`src/pkg/rpc_pkg.sv`:
```
// rpc_pkg: constants and types shared by the rating packet command parser
// assumes a 50 MHz system clock and 8-bit received serial characters
package rpc_pkg;

  // character codes of the command frame
  localparam logic [7:0] RPC_CH_LEAD = 8'h01;
  localparam logic [7:0] RPC_CH_ARTICLE = 8'h50;
  localparam logic [7:0] RPC_CH_SPACE = 8'h20;
  localparam logic [7:0] RPC_CH_CR = 8'h0D;
  localparam logic [7:0] RPC_CH_ZERO = 8'h30;
  localparam logic [7:0] RPC_CH_NINE = 8'h39;

  // packet type field and fixed second field, as packed bcd digits
  localparam logic [15:0] RPC_TYPE_FIELD = 16'h0105;
  localparam logic [15:0] RPC_FIXED_FIELD = 16'h9999;

  // rating code ranges of the four systems
  localparam logic [15:0] RPC_MPAA_LO = 16'h4040;
  localparam logic [15:0] RPC_MPAA_HI = 16'h4740;
  localparam logic [15:0] RPC_MPAA_STEP = 16'h0100;
  localparam logic [15:0] RPC_USTV_LO = 16'h4840;
  localparam logic [15:0] RPC_USTV_HI = 16'h4847;
  localparam logic [15:0] RPC_CAEN_LO = 16'h5840;
  localparam logic [15:0] RPC_CAEN_HI = 16'h5846;
  localparam logic [15:0] RPC_CAFR_LO = 16'h7840;
  localparam logic [15:0] RPC_CAFR_HI = 16'h7845;

  // reset defaults of operator settings
  localparam logic [15:0] RPC_RATING_RST = 16'h4040;
  localparam logic [2:0] RPC_BAUD_RST = 3'h0;
  localparam logic RPC_BRIDGE_RST = 1'b0;

  // timing
  localparam int RPC_CLK_HZ = 50000000;
  localparam int RPC_FLUSH_S = 16;
  localparam longint RPC_FLUSH_CYC = longint'(RPC_FLUSH_S) * longint'(RPC_CLK_HZ);

  // fifo defaults
  localparam int RPC_FIFO_W = 8;
  localparam int RPC_FIFO_D = 32;

  // parser states, gray coded along the usual path from idle to the terminator state
  typedef enum logic [3:0] {
    RPC_S_IDLE = 4'h0,
    RPC_S_ART = 4'h1,
    RPC_S_SP1 = 4'h3,
    RPC_S_TYPE = 4'h2,
    RPC_S_SP2 = 4'h6,
    RPC_S_FIX = 4'h7,
    RPC_S_SP3 = 4'h5,
    RPC_S_CODE = 4'h4,
    RPC_S_CR = 4'hC
  } rpc_state_t;

endpackage

```
`src/verilog/rpc_fifo.sv`:
```
// rpc_fifo: synchronous valid/ready fifo for received command characters
// assumes writer and reader share clk_i
`timescale 1ns/1ns
module rpc_fifo #(
  parameter int WIDTH = rpc_pkg::RPC_FIFO_W,
  parameter int DEPTH = rpc_pkg::RPC_FIFO_D
) (
  // clock and reset
  input wire logic clk_i,
  input wire logic sys_rst_i,
  // filling side
  input wire logic in_valid_i,
  output logic in_ready_o,
  input wire logic [WIDTH-1:0] in_data_i,
  // draining side
  output logic out_valid_o,
  input wire logic out_ready_i,
  output logic [WIDTH-1:0] out_data_o
);
  import rpc_pkg::*;

  localparam int AW = $clog2(DEPTH);

  initial begin
    if (DEPTH < 2 || (1 << AW) != DEPTH || WIDTH < 1) begin
      $error("rpc_fifo: depth must be a power of two of at least 2");
    end
  end

  typedef struct packed {
    logic [AW:0] wr;
    logic [AW:0] rd;
  } rpc_fifo_st_t;

  rpc_fifo_st_t st_q, st_d;
  logic [WIDTH-1:0] mem_q [DEPTH];
  logic push, pop, full, empty;

  // honest flags from pointer comparison
  assign empty = st_q.wr == st_q.rd;
  assign full = (st_q.wr[AW] != st_q.rd[AW]) && (st_q.wr[AW-1:0] == st_q.rd[AW-1:0]);
  assign in_ready_o = !full;
  assign out_valid_o = !empty;
  assign push = in_valid_i && !full;
  assign pop = out_ready_i && !empty;
  assign out_data_o = mem_q[st_q.rd[AW-1:0]];

  // pointer update
  always_comb begin
    st_d = st_q;
    if (push) begin
      st_d.wr = st_q.wr + 1'b1;
    end
    if (pop) begin
      st_d.rd = st_q.rd + 1'b1;
    end
  end

  always_ff @(posedge clk_i or posedge sys_rst_i) begin
    if (sys_rst_i) begin
      st_q <= '0;
    end else begin
      st_q <= st_d;
    end
  end

  // storage, no reset needed
  always_ff @(posedge clk_i) begin
    if (push) begin
      mem_q[st_q.wr[AW-1:0]] <= in_data_i;
    end
  end

endmodule

```
`src/verilog/rpc_flush_timer.sv`:
```
// rpc_flush_timer: periodic pulse generator for the decoder memory flush
// assumes clk_i at the package clock rate
`timescale 1ns/1ns
module rpc_flush_timer #(
  parameter longint PERIOD = rpc_pkg::RPC_FLUSH_CYC
) (
  // clock and reset
  input wire logic clk_i,
  input wire logic sys_rst_i,
  // control
  input wire logic run_i,
  // one-cycle tick at the end of each period
  output logic tick_o
);
  import rpc_pkg::*;

  initial begin
    if (PERIOD < 2 || PERIOD > 64'h0000_0000_FFFF_FFFF) begin
      $error("rpc_flush_timer: period out of range");
    end
  end

  localparam logic [31:0] LAST = 32'(PERIOD - 1);

  typedef struct packed {
    logic [31:0] cnt;
    logic tick;
  } rpc_tmr_st_t;

  rpc_tmr_st_t st_q, st_d;

  // count while running, restart when stopped
  always_comb begin
    st_d = st_q;
    st_d.tick = 1'b0;
    if (!run_i) begin
      st_d.cnt = '0;
    end else if (st_q.cnt == LAST) begin
      st_d.cnt = '0;
      st_d.tick = 1'b1;
    end else begin
      st_d.cnt = st_q.cnt + 32'h1;
    end
  end

  always_ff @(posedge clk_i or posedge sys_rst_i) begin
    if (sys_rst_i) begin
      st_q <= '0;
    end else begin
      st_q <= st_d;
    end
  end

  assign tick_o = st_q.tick;

endmodule

```
`src/verilog/rpc_parser.sv`:
```
// rpc_parser: serial rating article command interpreter with decoder flush
// assumes received characters arrive from a uart on clk_i as valid/ready
//
// Overview of operation
// RQ1: command is lead-in, P, space, 0105, space, 9999, space, four-char code, CR.
// RQ2: a command starts only on the control-A byte 0x01.
// RQ3: motion-picture codes 4040 through 4740 in steps of 0100 are accepted.
// RQ4: US television codes 4840 through 4847 are accepted.
// RQ5: Canadian English 5840-5846 and Canadian French 7840-7845 are accepted.
// RQ6: in data-service display mode, decoder memory is flushed every 16 seconds.
// RQ7: a packet replacing one of the same type updates the display at once.
// RQ8: a locally configured default rating is inserted when no host supplies one.
// RQ9: factory reset returns baud rate, bridge and other settings to defaults.
// RQ10: malformed or unterminated commands are discarded, rating left unchanged.
`timescale 1ns/1ns
module rpc_parser #(
  parameter longint FLUSH_CYC = rpc_pkg::RPC_FLUSH_CYC,
  parameter int FIFO_DEPTH = rpc_pkg::RPC_FIFO_D
) (
  // clock and reset
  input wire logic clk_i,
  input wire logic sys_rst_i,
  // received characters from the serial port
  input wire logic rx_valid_i,
  output logic rx_ready_o,
  input wire logic [7:0] rx_data_i,
  // operator settings
  input wire logic factory_rst_i,
  input wire logic local_rating_en_i,
  input wire logic [15:0] local_rating_i,
  input wire logic set_baud_i,
  input wire logic [2:0] baud_sel_i,
  input wire logic set_bridge_i,
  input wire logic bridge_en_i,
  input wire logic xds_display_i,
  // rating packet to the data service inserter
  output logic pkt_valid_o,
  input wire logic pkt_ready_i,
  output logic [15:0] pkt_rating_o,
  output logic pkt_local_o,
  // decoder control and status
  output logic dec_flush_o,
  output logic dec_update_o,
  output logic [15:0] cur_rating_o,
  output logic cmd_ok_o,
  output logic cmd_err_o,
  output logic [2:0] baud_sel_o,
  output logic bridge_en_o
);
  import rpc_pkg::*;

  // refuse sizes that the fifo pointers or the 32-bit flush counter cannot serve
  initial begin
    if (FIFO_DEPTH < 2 || (FIFO_DEPTH & (FIFO_DEPTH - 1)) != 0) begin
      $error("rpc_parser: fifo depth must be a power of two of at least 2");
    end
    if (FLUSH_CYC < 2 || FLUSH_CYC > 64'h0000_0000_FFFF_FFFF) begin
      $error("rpc_parser: flush period out of range");
    end
  end

  // motion-picture codes step the first byte and keep the second fixed
  function automatic logic in_mpaa(input logic [15:0] c);
    return c >= RPC_MPAA_LO && c <= RPC_MPAA_HI && c[7:0] == RPC_MPAA_LO[7:0];
  endfunction

  // the other systems keep the first byte and step the second
  function automatic logic in_range(input logic [15:0] c, input logic [15:0] lo,
                                    input logic [15:0] hi);
    return c >= lo && c <= hi;
  endfunction

  // accepts one of the four rating systems
  function automatic logic rating_legal(input logic [15:0] c);
    logic ok;
    ok = 1'b0;
    if (in_mpaa(c)) begin
      ok = 1'b1; // see RQ3
    end
    if (in_range(c, RPC_USTV_LO, RPC_USTV_HI)) begin
      ok = 1'b1; // see RQ4
    end
    if (in_range(c, RPC_CAEN_LO, RPC_CAEN_HI) || in_range(c, RPC_CAFR_LO, RPC_CAFR_HI)) begin
      ok = 1'b1; // see RQ5
    end
    return ok;
  endfunction

  // true for an ascii decimal digit
  function automatic logic is_digit(input logic [7:0] ch);
    return ch >= RPC_CH_ZERO && ch <= RPC_CH_NINE;
  endfunction

  typedef struct packed {
    rpc_state_t state;
    logic [1:0] idx;
    logic [15:0] field;
    logic [15:0] rating;
    logic have_host;
    logic pend;
    logic [15:0] out_rating;
    logic out_local;
    logic ok;
    logic err;
    logic update;
    logic [2:0] baud;
    logic bridge;
  } rpc_st_t;

  // reset image: defaults restored, parser idle, nothing pending
  localparam rpc_st_t ST_RST = '{
    state: RPC_S_IDLE,
    idx: 2'h0,
    field: 16'h0000,
    rating: RPC_RATING_RST,
    have_host: 1'b0,
    pend: 1'b0,
    out_rating: RPC_RATING_RST,
    out_local: 1'b0,
    ok: 1'b0,
    err: 1'b0,
    update: 1'b0,
    baud: RPC_BAUD_RST,
    bridge: RPC_BRIDGE_RST
  };

  rpc_st_t st_q, st_d;
  // fifo output toward the parser
  logic f_valid;
  logic f_ready;
  logic [7:0] f_data;
  logic flush_tick;
  logic [7:0] ch;
  logic take;

  // character buffer between the uart and the parser
  rpc_fifo #(
    .WIDTH(RPC_FIFO_W),
    .DEPTH(FIFO_DEPTH)
  ) u_fifo (
    .clk_i(clk_i),
    .sys_rst_i(sys_rst_i),
    .in_valid_i(rx_valid_i),
    .in_ready_o(rx_ready_o),
    .in_data_i(rx_data_i),
    .out_valid_o(f_valid),
    .out_ready_i(f_ready),
    .out_data_o(f_data)
  );

  // periodic reacquire while the decoder shows data service
  rpc_flush_timer #(
    .PERIOD(FLUSH_CYC)
  ) u_flush (
    .clk_i(clk_i),
    .sys_rst_i(sys_rst_i),
    .run_i(xds_display_i),
    .tick_o(flush_tick)
  );

  // the parser stalls the fifo while a packet waits at the output
  assign f_ready = !st_q.pend;
  assign take = f_valid && f_ready;
  assign ch = f_data;

  // parser, rating store and settings
  always_comb begin
    st_d = st_q;
    st_d.ok = 1'b0;
    st_d.err = 1'b0;
    st_d.update = 1'b0;
    // the inserter takes the waiting packet
    if (st_q.pend && pkt_ready_i) begin
      st_d.pend = 1'b0;
    end
    if (take) begin
      if (ch == RPC_CH_LEAD) begin
        // a lead-in always restarts a frame, abandoning any partial one
        st_d.state = RPC_S_ART; // see RQ2
        if (st_q.state != RPC_S_IDLE) begin
          st_d.err = 1'b1; // see RQ10
        end
      end else begin
        unique case (st_q.state)
          RPC_S_IDLE: begin
            st_d.state = RPC_S_IDLE; // see RQ2
          end
          // the article letter must follow the lead-in
          RPC_S_ART: begin
            st_d.state = (ch == RPC_CH_ARTICLE) ? RPC_S_SP1 : RPC_S_IDLE; // see RQ1
            st_d.err = ch != RPC_CH_ARTICLE;
          end
          // a separator opens the next field
          RPC_S_SP1, RPC_S_SP2, RPC_S_SP3: begin
            st_d.idx = 2'h0;
            st_d.field = '0;
            if (ch != RPC_CH_SPACE) begin
              st_d.state = RPC_S_IDLE; // see RQ10
              st_d.err = 1'b1;
            end else if (st_q.state == RPC_S_SP1) begin
              st_d.state = RPC_S_TYPE;
            end else if (st_q.state == RPC_S_SP2) begin
              st_d.state = RPC_S_FIX;
            end else begin
              st_d.state = RPC_S_CODE;
            end
          end
          RPC_S_TYPE, RPC_S_FIX, RPC_S_CODE: begin
            // four characters per field, shorter fields fail on the digit test
            st_d.field = {st_q.field[11:0], ch[3:0]};
            st_d.idx = st_q.idx + 2'h1;
            if (!is_digit(ch)) begin
              st_d.state = RPC_S_IDLE; // see RQ10
              st_d.err = 1'b1;
            end else if (st_q.idx == 2'h3) begin
              // field complete: on to the next separator, or to the terminator after the code, fixed fields must match
              unique case (st_q.state)
                RPC_S_TYPE: st_d.state = RPC_S_SP2;
                RPC_S_FIX: st_d.state = RPC_S_SP3;
                default: st_d.state = RPC_S_CR;
              endcase
              if (st_q.state == RPC_S_TYPE && st_d.field != RPC_TYPE_FIELD) begin
                st_d.state = RPC_S_IDLE; // see RQ1
                st_d.err = 1'b1;
              end
              if (st_q.state == RPC_S_FIX && st_d.field != RPC_FIXED_FIELD) begin
                st_d.state = RPC_S_IDLE; // see RQ1
                st_d.err = 1'b1;
              end
            end
          end
          RPC_S_CR: begin
            st_d.state = RPC_S_IDLE;
            // only a legal code with its terminator moves the rating
            if (ch == RPC_CH_CR && rating_legal(st_q.field)) begin
              st_d.rating = st_q.field; // see RQ1
              st_d.have_host = 1'b1;
              st_d.ok = 1'b1;
              st_d.update = 1'b1; // see RQ7
              st_d.out_rating = st_q.field;
              st_d.out_local = 1'b0;
              st_d.pend = 1'b1;
            end else begin
              st_d.err = 1'b1; // see RQ10
            end
          end
          // an illegal state code falls back to idle
          default: begin
            st_d.state = RPC_S_IDLE;
          end
        endcase
      end
    end
    // local default rating fills the stream when no host rating was received
    if (!st_d.pend && !st_q.pend && local_rating_en_i && !st_q.have_host
        && rating_legal(local_rating_i)) begin
      st_d.out_rating = local_rating_i; // see RQ8
      st_d.out_local = 1'b1;
      st_d.pend = 1'b1;
    end
    // operator settings
    if (set_baud_i) begin
      st_d.baud = baud_sel_i;
    end
    if (set_bridge_i) begin
      st_d.bridge = bridge_en_i;
    end
    // factory reset drops every operator setting and the host rating
    if (factory_rst_i) begin
      st_d.baud = RPC_BAUD_RST; // see RQ9
      st_d.bridge = RPC_BRIDGE_RST;
      st_d.rating = RPC_RATING_RST;
      st_d.have_host = 1'b0;
    end
  end

  always_ff @(posedge clk_i or posedge sys_rst_i) begin
    if (sys_rst_i) begin
      st_q <= ST_RST;
    end else begin
      st_q <= st_d;
    end
  end

  // packet toward the inserter
  assign pkt_valid_o = st_q.pend;
  assign pkt_rating_o = st_q.out_rating;
  assign pkt_local_o = st_q.out_local;

  // decoder control
  assign dec_flush_o = flush_tick; // see RQ6
  assign dec_update_o = st_q.update; // see RQ7

  // status and operator settings
  assign cur_rating_o = st_q.rating;
  assign cmd_ok_o = st_q.ok;
  assign cmd_err_o = st_q.err;
  assign baud_sel_o = st_q.baud;
  assign bridge_en_o = st_q.bridge;

endmodule
```
`config.mk`:
```
export PLATFORM = sky130hd
export DESIGN_NAME = rpc_parser
export DESIGN_NICKNAME = d
export VERILOG_FILES = /design/src/pkg/rpc_pkg.sv /design/src/verilog/rpc_fifo.sv /design/src/verilog/rpc_flush_timer.sv /design/src/verilog/rpc_parser.sv
export SDC_FILE = /design/constraint.sdc
export NUM_CORES = 1
export LEC_CHECK = 0
export BUFFER_PORTS_ARGS = -buffer_cell sky130_fd_sc_hd__buf_2
export CAP_MARGIN = 0
export CELL_PAD_IN_SITES_DETAIL_PLACEMENT = 0
export CELL_PAD_IN_SITES_GLOBAL_PLACEMENT = 1
export CORE_UTILIZATION = 55
export CTS_BUF_LIST = sky130_fd_sc_hd__clkbuf_4 sky130_fd_sc_hd__clkbuf_8 sky130_fd_sc_hd__clkbuf_16
export CTS_CLUSTER_SIZE = 16
export DETAILED_ROUTE_END_ITERATION = 8
export GPL_ROUTABILITY_DRIVEN = 0
export HOLD_SLACK_MARGIN = 0.03
export PLACE_DENSITY = 0.86
export SYNTH_ARGS = -nofsm -noshare
export SYNTH_HDL_FRONTEND = slang
export SYNTH_HIERARCHICAL = 1
export SYNTH_SLANG_ARGS = --single-unit
export TNS_END_PERCENT = 50
```
`constraint.sdc`:
```
create_clock -name clk_i -period 5.7 [get_ports clk_i]
set_clock_uncertainty 0.1 [all_clocks]
set_input_delay 0.285 -clock clk_i [delete_from_list [all_inputs] [get_ports clk_i]]
set_output_delay 0.285 -clock clk_i [all_outputs]
set_load 0.05 [all_outputs]
```
=== After elaboration in Yosys (flattened, before gate mapping) ===
Memories as Yosys holds them, arrays and structs flattened.
Cells that the tools add are included.

* Div/mod/pow operators: 0
* Equality and inequality tests: 25
* Magnitude comparators: 18
* Bitwise operators: 1
* Reductions and logical operators: 45
* Mux-type cells: 49
* Shift operators: 0
* Multipliers: 0
* $add $sub $neg: 4

{| class="wikitable"
|+ Operator list
! operator !! number
|-
| $ge 16x15->1 const B || 8
|-
| $le 16x15->1 const B || 8
|-
| $mux 36 || 3
|-
| $mux 32 || 2
|-
| $mux 38 || 1
|-
| $pmux 18 s2 || 1
|-
| $add 32x1->32 const B || 1
|-
| $eq 32x30->1 const B || 1
|-
| $mux 4 || 8
|-
| $mux 1 || 26
|-
| $eq 8x7->1 const B || 3
|-
| $logic_and 1x1->1 || 22
|-
| $mux 18 || 1
|-
| $reduce_bool 2->1 || 9
|-
| $mux 17 || 1
|-
| $eq 4x3->1 const B || 4
|-
| $ne 16x16->1 const B || 1
|-
| $ne 16x9->1 const B || 1
|-
| $add 6x1->6 const B || 2
|-
| $pmux 4 s3 || 1
|-
| $eq 4x2->1 const B || 2
|-
| $eq 8x1->1 const B || 1
|-
| $eq 8x4->1 const B || 1
|-
| $ge 8x6->1 const B || 1
|-
| other kinds (25) || 33
|}

* Memories: 1
* Memory bits (writable): 256
* Register bits: 109
* Output and inout bits: 43
* Word-level logic and storage cells: 160
* Bits in latches: 0
* Memory bits (read-only): 0

{| class="wikitable"
|+ Memories
! name !! depth !! width !! rd ports !! clocked after Yosys merged registers in !! write ports !! RTL line !! RTL
|-
| u_fifo.mem_q || 32 || 8 || 1 || 0 || 1 || rpc_fifo.sv:36 || <nowiki>logic [WIDTH-1:0] mem_q [DEPTH];</nowiki>
|}

=== Longest topological paths before layout ===
* Word-level depth: 21
* Depth in mapped cells: 13
* Gate-level depth less buffers: 9

=== Modules after synthesis ===
The synthesis kept the hierarchy.

{| class="wikitable"
|+ By module, submodules not included
! module !! times used !! area an instance (sq um) !! cells an instance
|-
| rpc_fifo || 1 || 10537.6 || 472
|-
| rpc_parser || 1 || 3623.5 || 376
|-
| rpc_flush_timer || 1 || 1729.2 || 179
|}

=== Least setup slack after synthesis ===
OpenSTA, ideal clock, no wires.

* Kind: register to register
* Start: reg u_fifo/st_q[2] (netlist bit)
* End: reg, netlist name st_q[44]
* Setup slack: 2.012 ns
* Library setup time: 0.066 ns
* Stages on the path, launching flop included: 14
* Arrival: 3.522 ns
* Path through: dfrtp_1 clkbuf_1 buf_2 clkbuf_1 mux4_2 mux4_2 mux2_2 nor4b_1 nand3_1 nand2_1 nor2_1 o21ai_1 clkbuf_1 a22o_1

{| class="wikitable"
|+ RTL lines
! item !! RTL line !! RTL
|-
| from (decl) || rpc_fifo.sv:35 || <nowiki>rpc_fifo_st_t st_q, st_d;</nowiki>
|-
| from (signal assigned) || rpc_fifo.sv:63 || <nowiki>st_q <= st_d;</nowiki>
|}

=== Worst setup path after layout ===
* Start: reg u_fifo/st_q[0] (netlist bit)
* End: reg st_q (netlist bit pkt_rating_o[10])

* Word-level cells in the longest chain between the ends: 14
* Elaborated cells on any way between the ends: 22
* Those cells by class: eq/ne (4); mux (5); reduce/logical (12); memory (1)

{| class="wikitable"
|+ Ends and longest elaborated chain
! item !! RTL line !! RTL
|-
| $mem_v2 32x8 (*) || - ||
|-
| via ch[1] || rpc_parser.sv:133 || <nowiki>logic [7:0] ch;</nowiki>
|-
| $eq 8x4->1 || rpc_parser.sv:235 || <nowiki>if (ch == RPC_CH_CR && rating_legal(st_q.field)) begin</nowiki>
|-
| $logic_and 1x1->1 || rpc_parser.sv:235 ||
|-
| $mux 36 || rpc_parser.sv:235 ||
|-
| $mux 36 || rpc_parser.sv:184 || <nowiki>unique case (st_q.state)</nowiki>
|-
| $mux 36 || rpc_parser.sv:177 || <nowiki>if (ch == RPC_CH_LEAD) begin</nowiki>
|-
| $mux 38 || rpc_parser.sv:176 || <nowiki>if (take) begin</nowiki>
|-
| $logic_not 1->1 || rpc_parser.sv:255 || <nowiki>if (!st_d.pend && !st_q.pend && local_rating_en_i && !st_q.have_host</nowiki>
|-
| $logic_and 1x1->1 (3 in a row) || rpc_parser.sv:255 ||
|-
| $logic_and 1x1->1 || rpc_parser.sv:256 || <nowiki>&& rating_legal(local_rating_i)) begin</nowiki>
|-
| $ne 2x1->1 (no line) / $reduce_bool 2->1 (equally long branches) || - ||
|-
| $reduce_and 4->1 (no line) || - ||
|-
| to (signal assigned) || rpc_parser.sv:281 || <nowiki>st_q <= st_d;</nowiki>
|-
| to (decl) || rpc_parser.sv:127 || <nowiki>rpc_st_t st_q, st_d;</nowiki>
|}

Mark *: on every way through the listed nets, which the timed path passes. The rest lies on a longest branch. The select of a mux whose other input is x is not followed.
A chain may end at the register's enable or synchronous reset.

==> metrics.json <==
{
  "post-route-min-period_ns": 4.72,
  "seq_area_frac_synth_pct": 65.4,
  "power.leakage_nw": 6.29,
  "tritoncts_num_sinks": 364,
  "worst_hold_path.endpoint": "pkt_rating_o[2]",
  "regToRegSetupSlack_ns": 0.98,
  "num_antenna_cells": 0,
  "cts_max_level": 2,
  "routed_wl_microns": 33500,
  "most-common-layout-cells": "sky130_fd_sc_hd__edfxtp_1, sky130_fd_sc_hd__dfrtp_1, sky130_fd_sc_hd__mux4_2, sky130_fd_sc_hd__buf_2, sky130_fd_sc_hd__nor2_1",
  "worst_hold_path.num_cells": 3,
  "clock_path_buffers": 3,
  "synthCells": 1027,
  "yosys_warnings": 6,
  "mappedNetlistNets": 1071,
  "final-max-slew-violation-count": 0,
  "reg2reg_to": "pkt_rating_o[10]",
  "path_max_fanout": 19,
  "required_ns": 5.99,
  "num-nets-final": 1125,
  "drt.antenna.violating_nets": 0,
  "drive_gt1_share_pct": 24.5,
  "clock_tree.root_cell": "sky130_fd_sc_hd__clkbuf_16",
  "detail_route.iter0.violations": 967,
  "met3_length_microns": 2280,
  "timing.critical_path.buf_inv": 1,
  "max_cap_violations": 0,
  "die_area_sq_um": 29600,
  "finalInstanceArea_sq_um": 17700,
  "result_of_the_run": "completed",
  "final.setup.worst_slack_ns": 0.981,
  "ioPinCount": 80,
  "route.layer.met1.wl_microns": 13900,
  "post-layout-total-power_mw": 7.63,
  "finalSetupTns_ns": 0,
  "timing.hold.worst.start": "local_rating_i[2]",
  "final_util_pct": 63.0,
  "cts_tree": "yes",
  "reg2reg_depth": 8,
  "critical_path.cell_chain": "buf_4 -> mux4_2 -> mux4_2 -> mux2_2 -> nor4b_1 -> and4_1 -> nand3_1 -> mux2_4",
  "die_outline_height_microns": 172,
  "antenna_violations_before_repair": 0,
  "layout_worst_path_cycle_share_pct": 82.8,
  "power_density_nw_per_um2": 431,
  "met2_routed_wirelength_microns": 16500,
  "dpl-instance-area_sq_um": 16300,
  "syn-mean-instance-area_sq_um": 15.5,
  "endpoint_class_of_the_critical_path": "register",
  "dr.pass1.iters": 7,
  "num_rows": 61,
  "coreArea_sq_um": 28100,
  "postSynthRegisterBits": 364,
  "post_cts.repair.setup_buffers": 0,
  "maximum_clock_rate_ghz": 0.212,
  "worst_path_largest_cell_delay_ns": 0.68,
  "post_synth_instance_area_sq_um": 15900,
  "gr-total-overflow": 0,
  "number_of_global_route_vias_before_repair": 9200,
  "critical_path.reg2reg.startpoint": "u_fifo/st_q[0]",
  "numPortBuffers": 79,
  "hpwlAfterDp_microns": 20400,
  "grt_use_total_pct": 23.7,
  "worstPathArrival_ns": 5.01,
  "placedCellCount": 1407,
  "initial_utilization_pct": 56.6,
  "pre_cts_slack_ns": 1.07,
  "grt_setup_unrepaired": "false",
  "die-width_microns": 172,
  "routed-via-count": 9185,
  "area.growth.synth_to_final_pct": 11.4,
  "path_clk_slew_ns": 0.06,
  "hold_violations": 0,
  "grt_pass1_wl_microns": 52600,
  "max_slew.worst_pin.slew_ns": 1.16,
  "path_common_cell": "sky130_fd_sc_hd__mux4_2",
  "ys.flop_type": "sky130_fd_sc_hd__edfxtp_1",
  "fillerInstances": 2066,
  "irDropWorstVdd_v": 0.000279,
  "layoutNonFillerInstCount": 1487,
  "cts_buf_count": 38,
  "max_slew_margin_pct": 22.6,
  "slowest_stage": "sky130_fd_sc_hd__dfrtp_4",
  "synth_cell_type_count": 72,
  "holdCritPathClass": "in2reg",
  "drt-vias-per-instance": 6.18,
  "critical_path_class": "reg2reg",
  "kind_of_cell_adding_the_most_delay_to_the_critical_path": "multiplexers",
  "synth_enable_flop_cells": 256,
  "post-route-drc-count": 0,
  "finalHoldWorstSlack_ns": 0.0538,
  "grt_start_max_net_pins": 65,
  "worst_setup_start_kind": "register",
  "top_layer_used_by_detailed_routing": "met4",
  "leading_cell_type_in_the_layout_fill_and_taps_excluded": "sky130_fd_sc_hd__edfxtp_1",
  "post_drt_wl_per_cell_microns": 22.6,
  "clk-insertion-delay-late_ns": 0.53,
  "synth-async-reset-ratio_pct": 29.7,
  "final_number_of_setup_violating_endpoints": 0
}
## worst reg2reg max path, delay by kind of cell (launching register included)
kind	cells	cell delay, ns
buf+inv	1	0.40
mux	4	1.86
simple gates	3	1.55
flops	1	0.68
## how the worst max path moves through the flow
| stage | start | to | depth (start not counted) | slack [ns] |
|---|---|---|---|---|
| 5_1_grt | u_fifo/st_q[0] | pkt_rating_o[10] | 8 | 0.67 |
| 2_1_floorplan | u_fifo/st_q[2] | st_q[44] | 13 | 2.01 |
| 4_1_cts | u_fifo/st_q[0] | pkt_rating_o[10] | 8 | 1.02 |
| 3_5_place_dp | u_fifo/st_q[0] | pkt_rating_o[10] | 8 | 1.07 |
| 6_report | u_fifo/st_q[0] | pkt_rating_o[10] | 8 | 0.98 |
| 3_3_place_gp | u_fifo/st_q[0] | pkt_rating_o[10] | 8 | 1.14 |
## routing by layer
metal  track usage (%)  vias up
li1                  -     4102
met1              32.6     4631
met2              39.1      380
met3              3.73       72
met4              7.85        0
met5                 0        -
## where the power goes
part / internal, mW / leakage [nW] / switching [mW]
Sequential: 3.04 / 3.74 / 0.272
Clock: 1.44 / 0.619 / 1.00
Combinational: 0.921 / 1.94 / 0.956
Total: 5.40 / 6.29 / 2.23
## synthesized netlist by cell type, drive strengths merged (3+ instances only)
cell / n / share of area (%)
edfxtp: 256 / 48
dfrtp: 104 / 16
mux4: 80 / 11
nor2: 77 / 1.8
buf: 58 / 2.6
a21oi: 37 / 1.2
o21ai: 30 / 0.94
clkbuf: 29 / 0.69
nand2: 29 / 0.69
nand4: 26 / 1.1
nand3: 25 / 0.79
xnor2: 24 / 1.3
inv: 23 / 0.54
nor3: 19 / 0.60
or3: 19 / 0.80
a22o: 18 / 0.99
or4: 15 / 0.80
mux2: 14 / 1.0
nor4: 13 / 0.51
mux2i: 12 / 0.76
o31ai: 11 / 0.61
and3: 9 / 0.35
nor3b: 8 / 0.38
xor2: 8 / 0.44
and4: 7 / 0.39
ha: 7 / 0.55
nand3b: 7 / 0.33
or2: 5 / 0.21
dfstp: 4 / 0.66
nand2b: 4 / 0.16
nor2b: 4 / 0.16
a211o: 3 / 0.17
a22oi: 3 / 0.14
a31oi: 3 / 0.12
nor4b: 3 / 0.17
o211ai: 3 / 0.14
o22ai: 3 / 0.12
or3b: 3 / 0.17
or4b: 3 / 0.21
## sequential cells by signal, summed over array words and instances, names as in the netlist
name            flops
bridge_en_o         1
cmd_ok_o            1
pkt_valid_o         1
u_fifo/st_q        12
st_q               23
pkt_local_o         1
pkt_rating_o       16
u_flush/st_q       32
baud_sel_o          3
u_fifo/mem_q      256
u_flush/tick_o      1
cmd_err_o           1
cur_rating_o       16
## kinds of logic (layout without fill, tap and decap cells)
logic type / Yosys count / after routing / share of synthesized area [%]
adders and majority gates: 7 / 7 / 0.551
buffers and inverters: 110 / 192 / 3.87
and+or+nand+nor: 285 / 285 / 10.1
xor gates and xnor gates: 32 / 32 / 1.76
muxes: 106 / 106 / 13.1
DFF: 364 / 364 / 65.4
AOI/OAI and AO/OA: 123 / 123 / 5.15
## what timing repair did
action	4_1_cts	5_1_grt
hold buffers	12	0
resized for setup	0	0
endpoints found under the hold margin	114	0
## cell type report
type | instances | area [sq um] | area share, %
clock inverter | 21 | 209 | 1.18
clock buffer | 47 | 1040 | 5.85
timing repair buffer | 101 | 616 | 3.48
inverter | 23 | 86.3 | 0.488
sequential | 364 | 10400 | 58.8
tap | 378 | 473 | 2.67
multi-input combinational | 553 | 4880 | 27.6
Power figures use the tool's default switching activity.
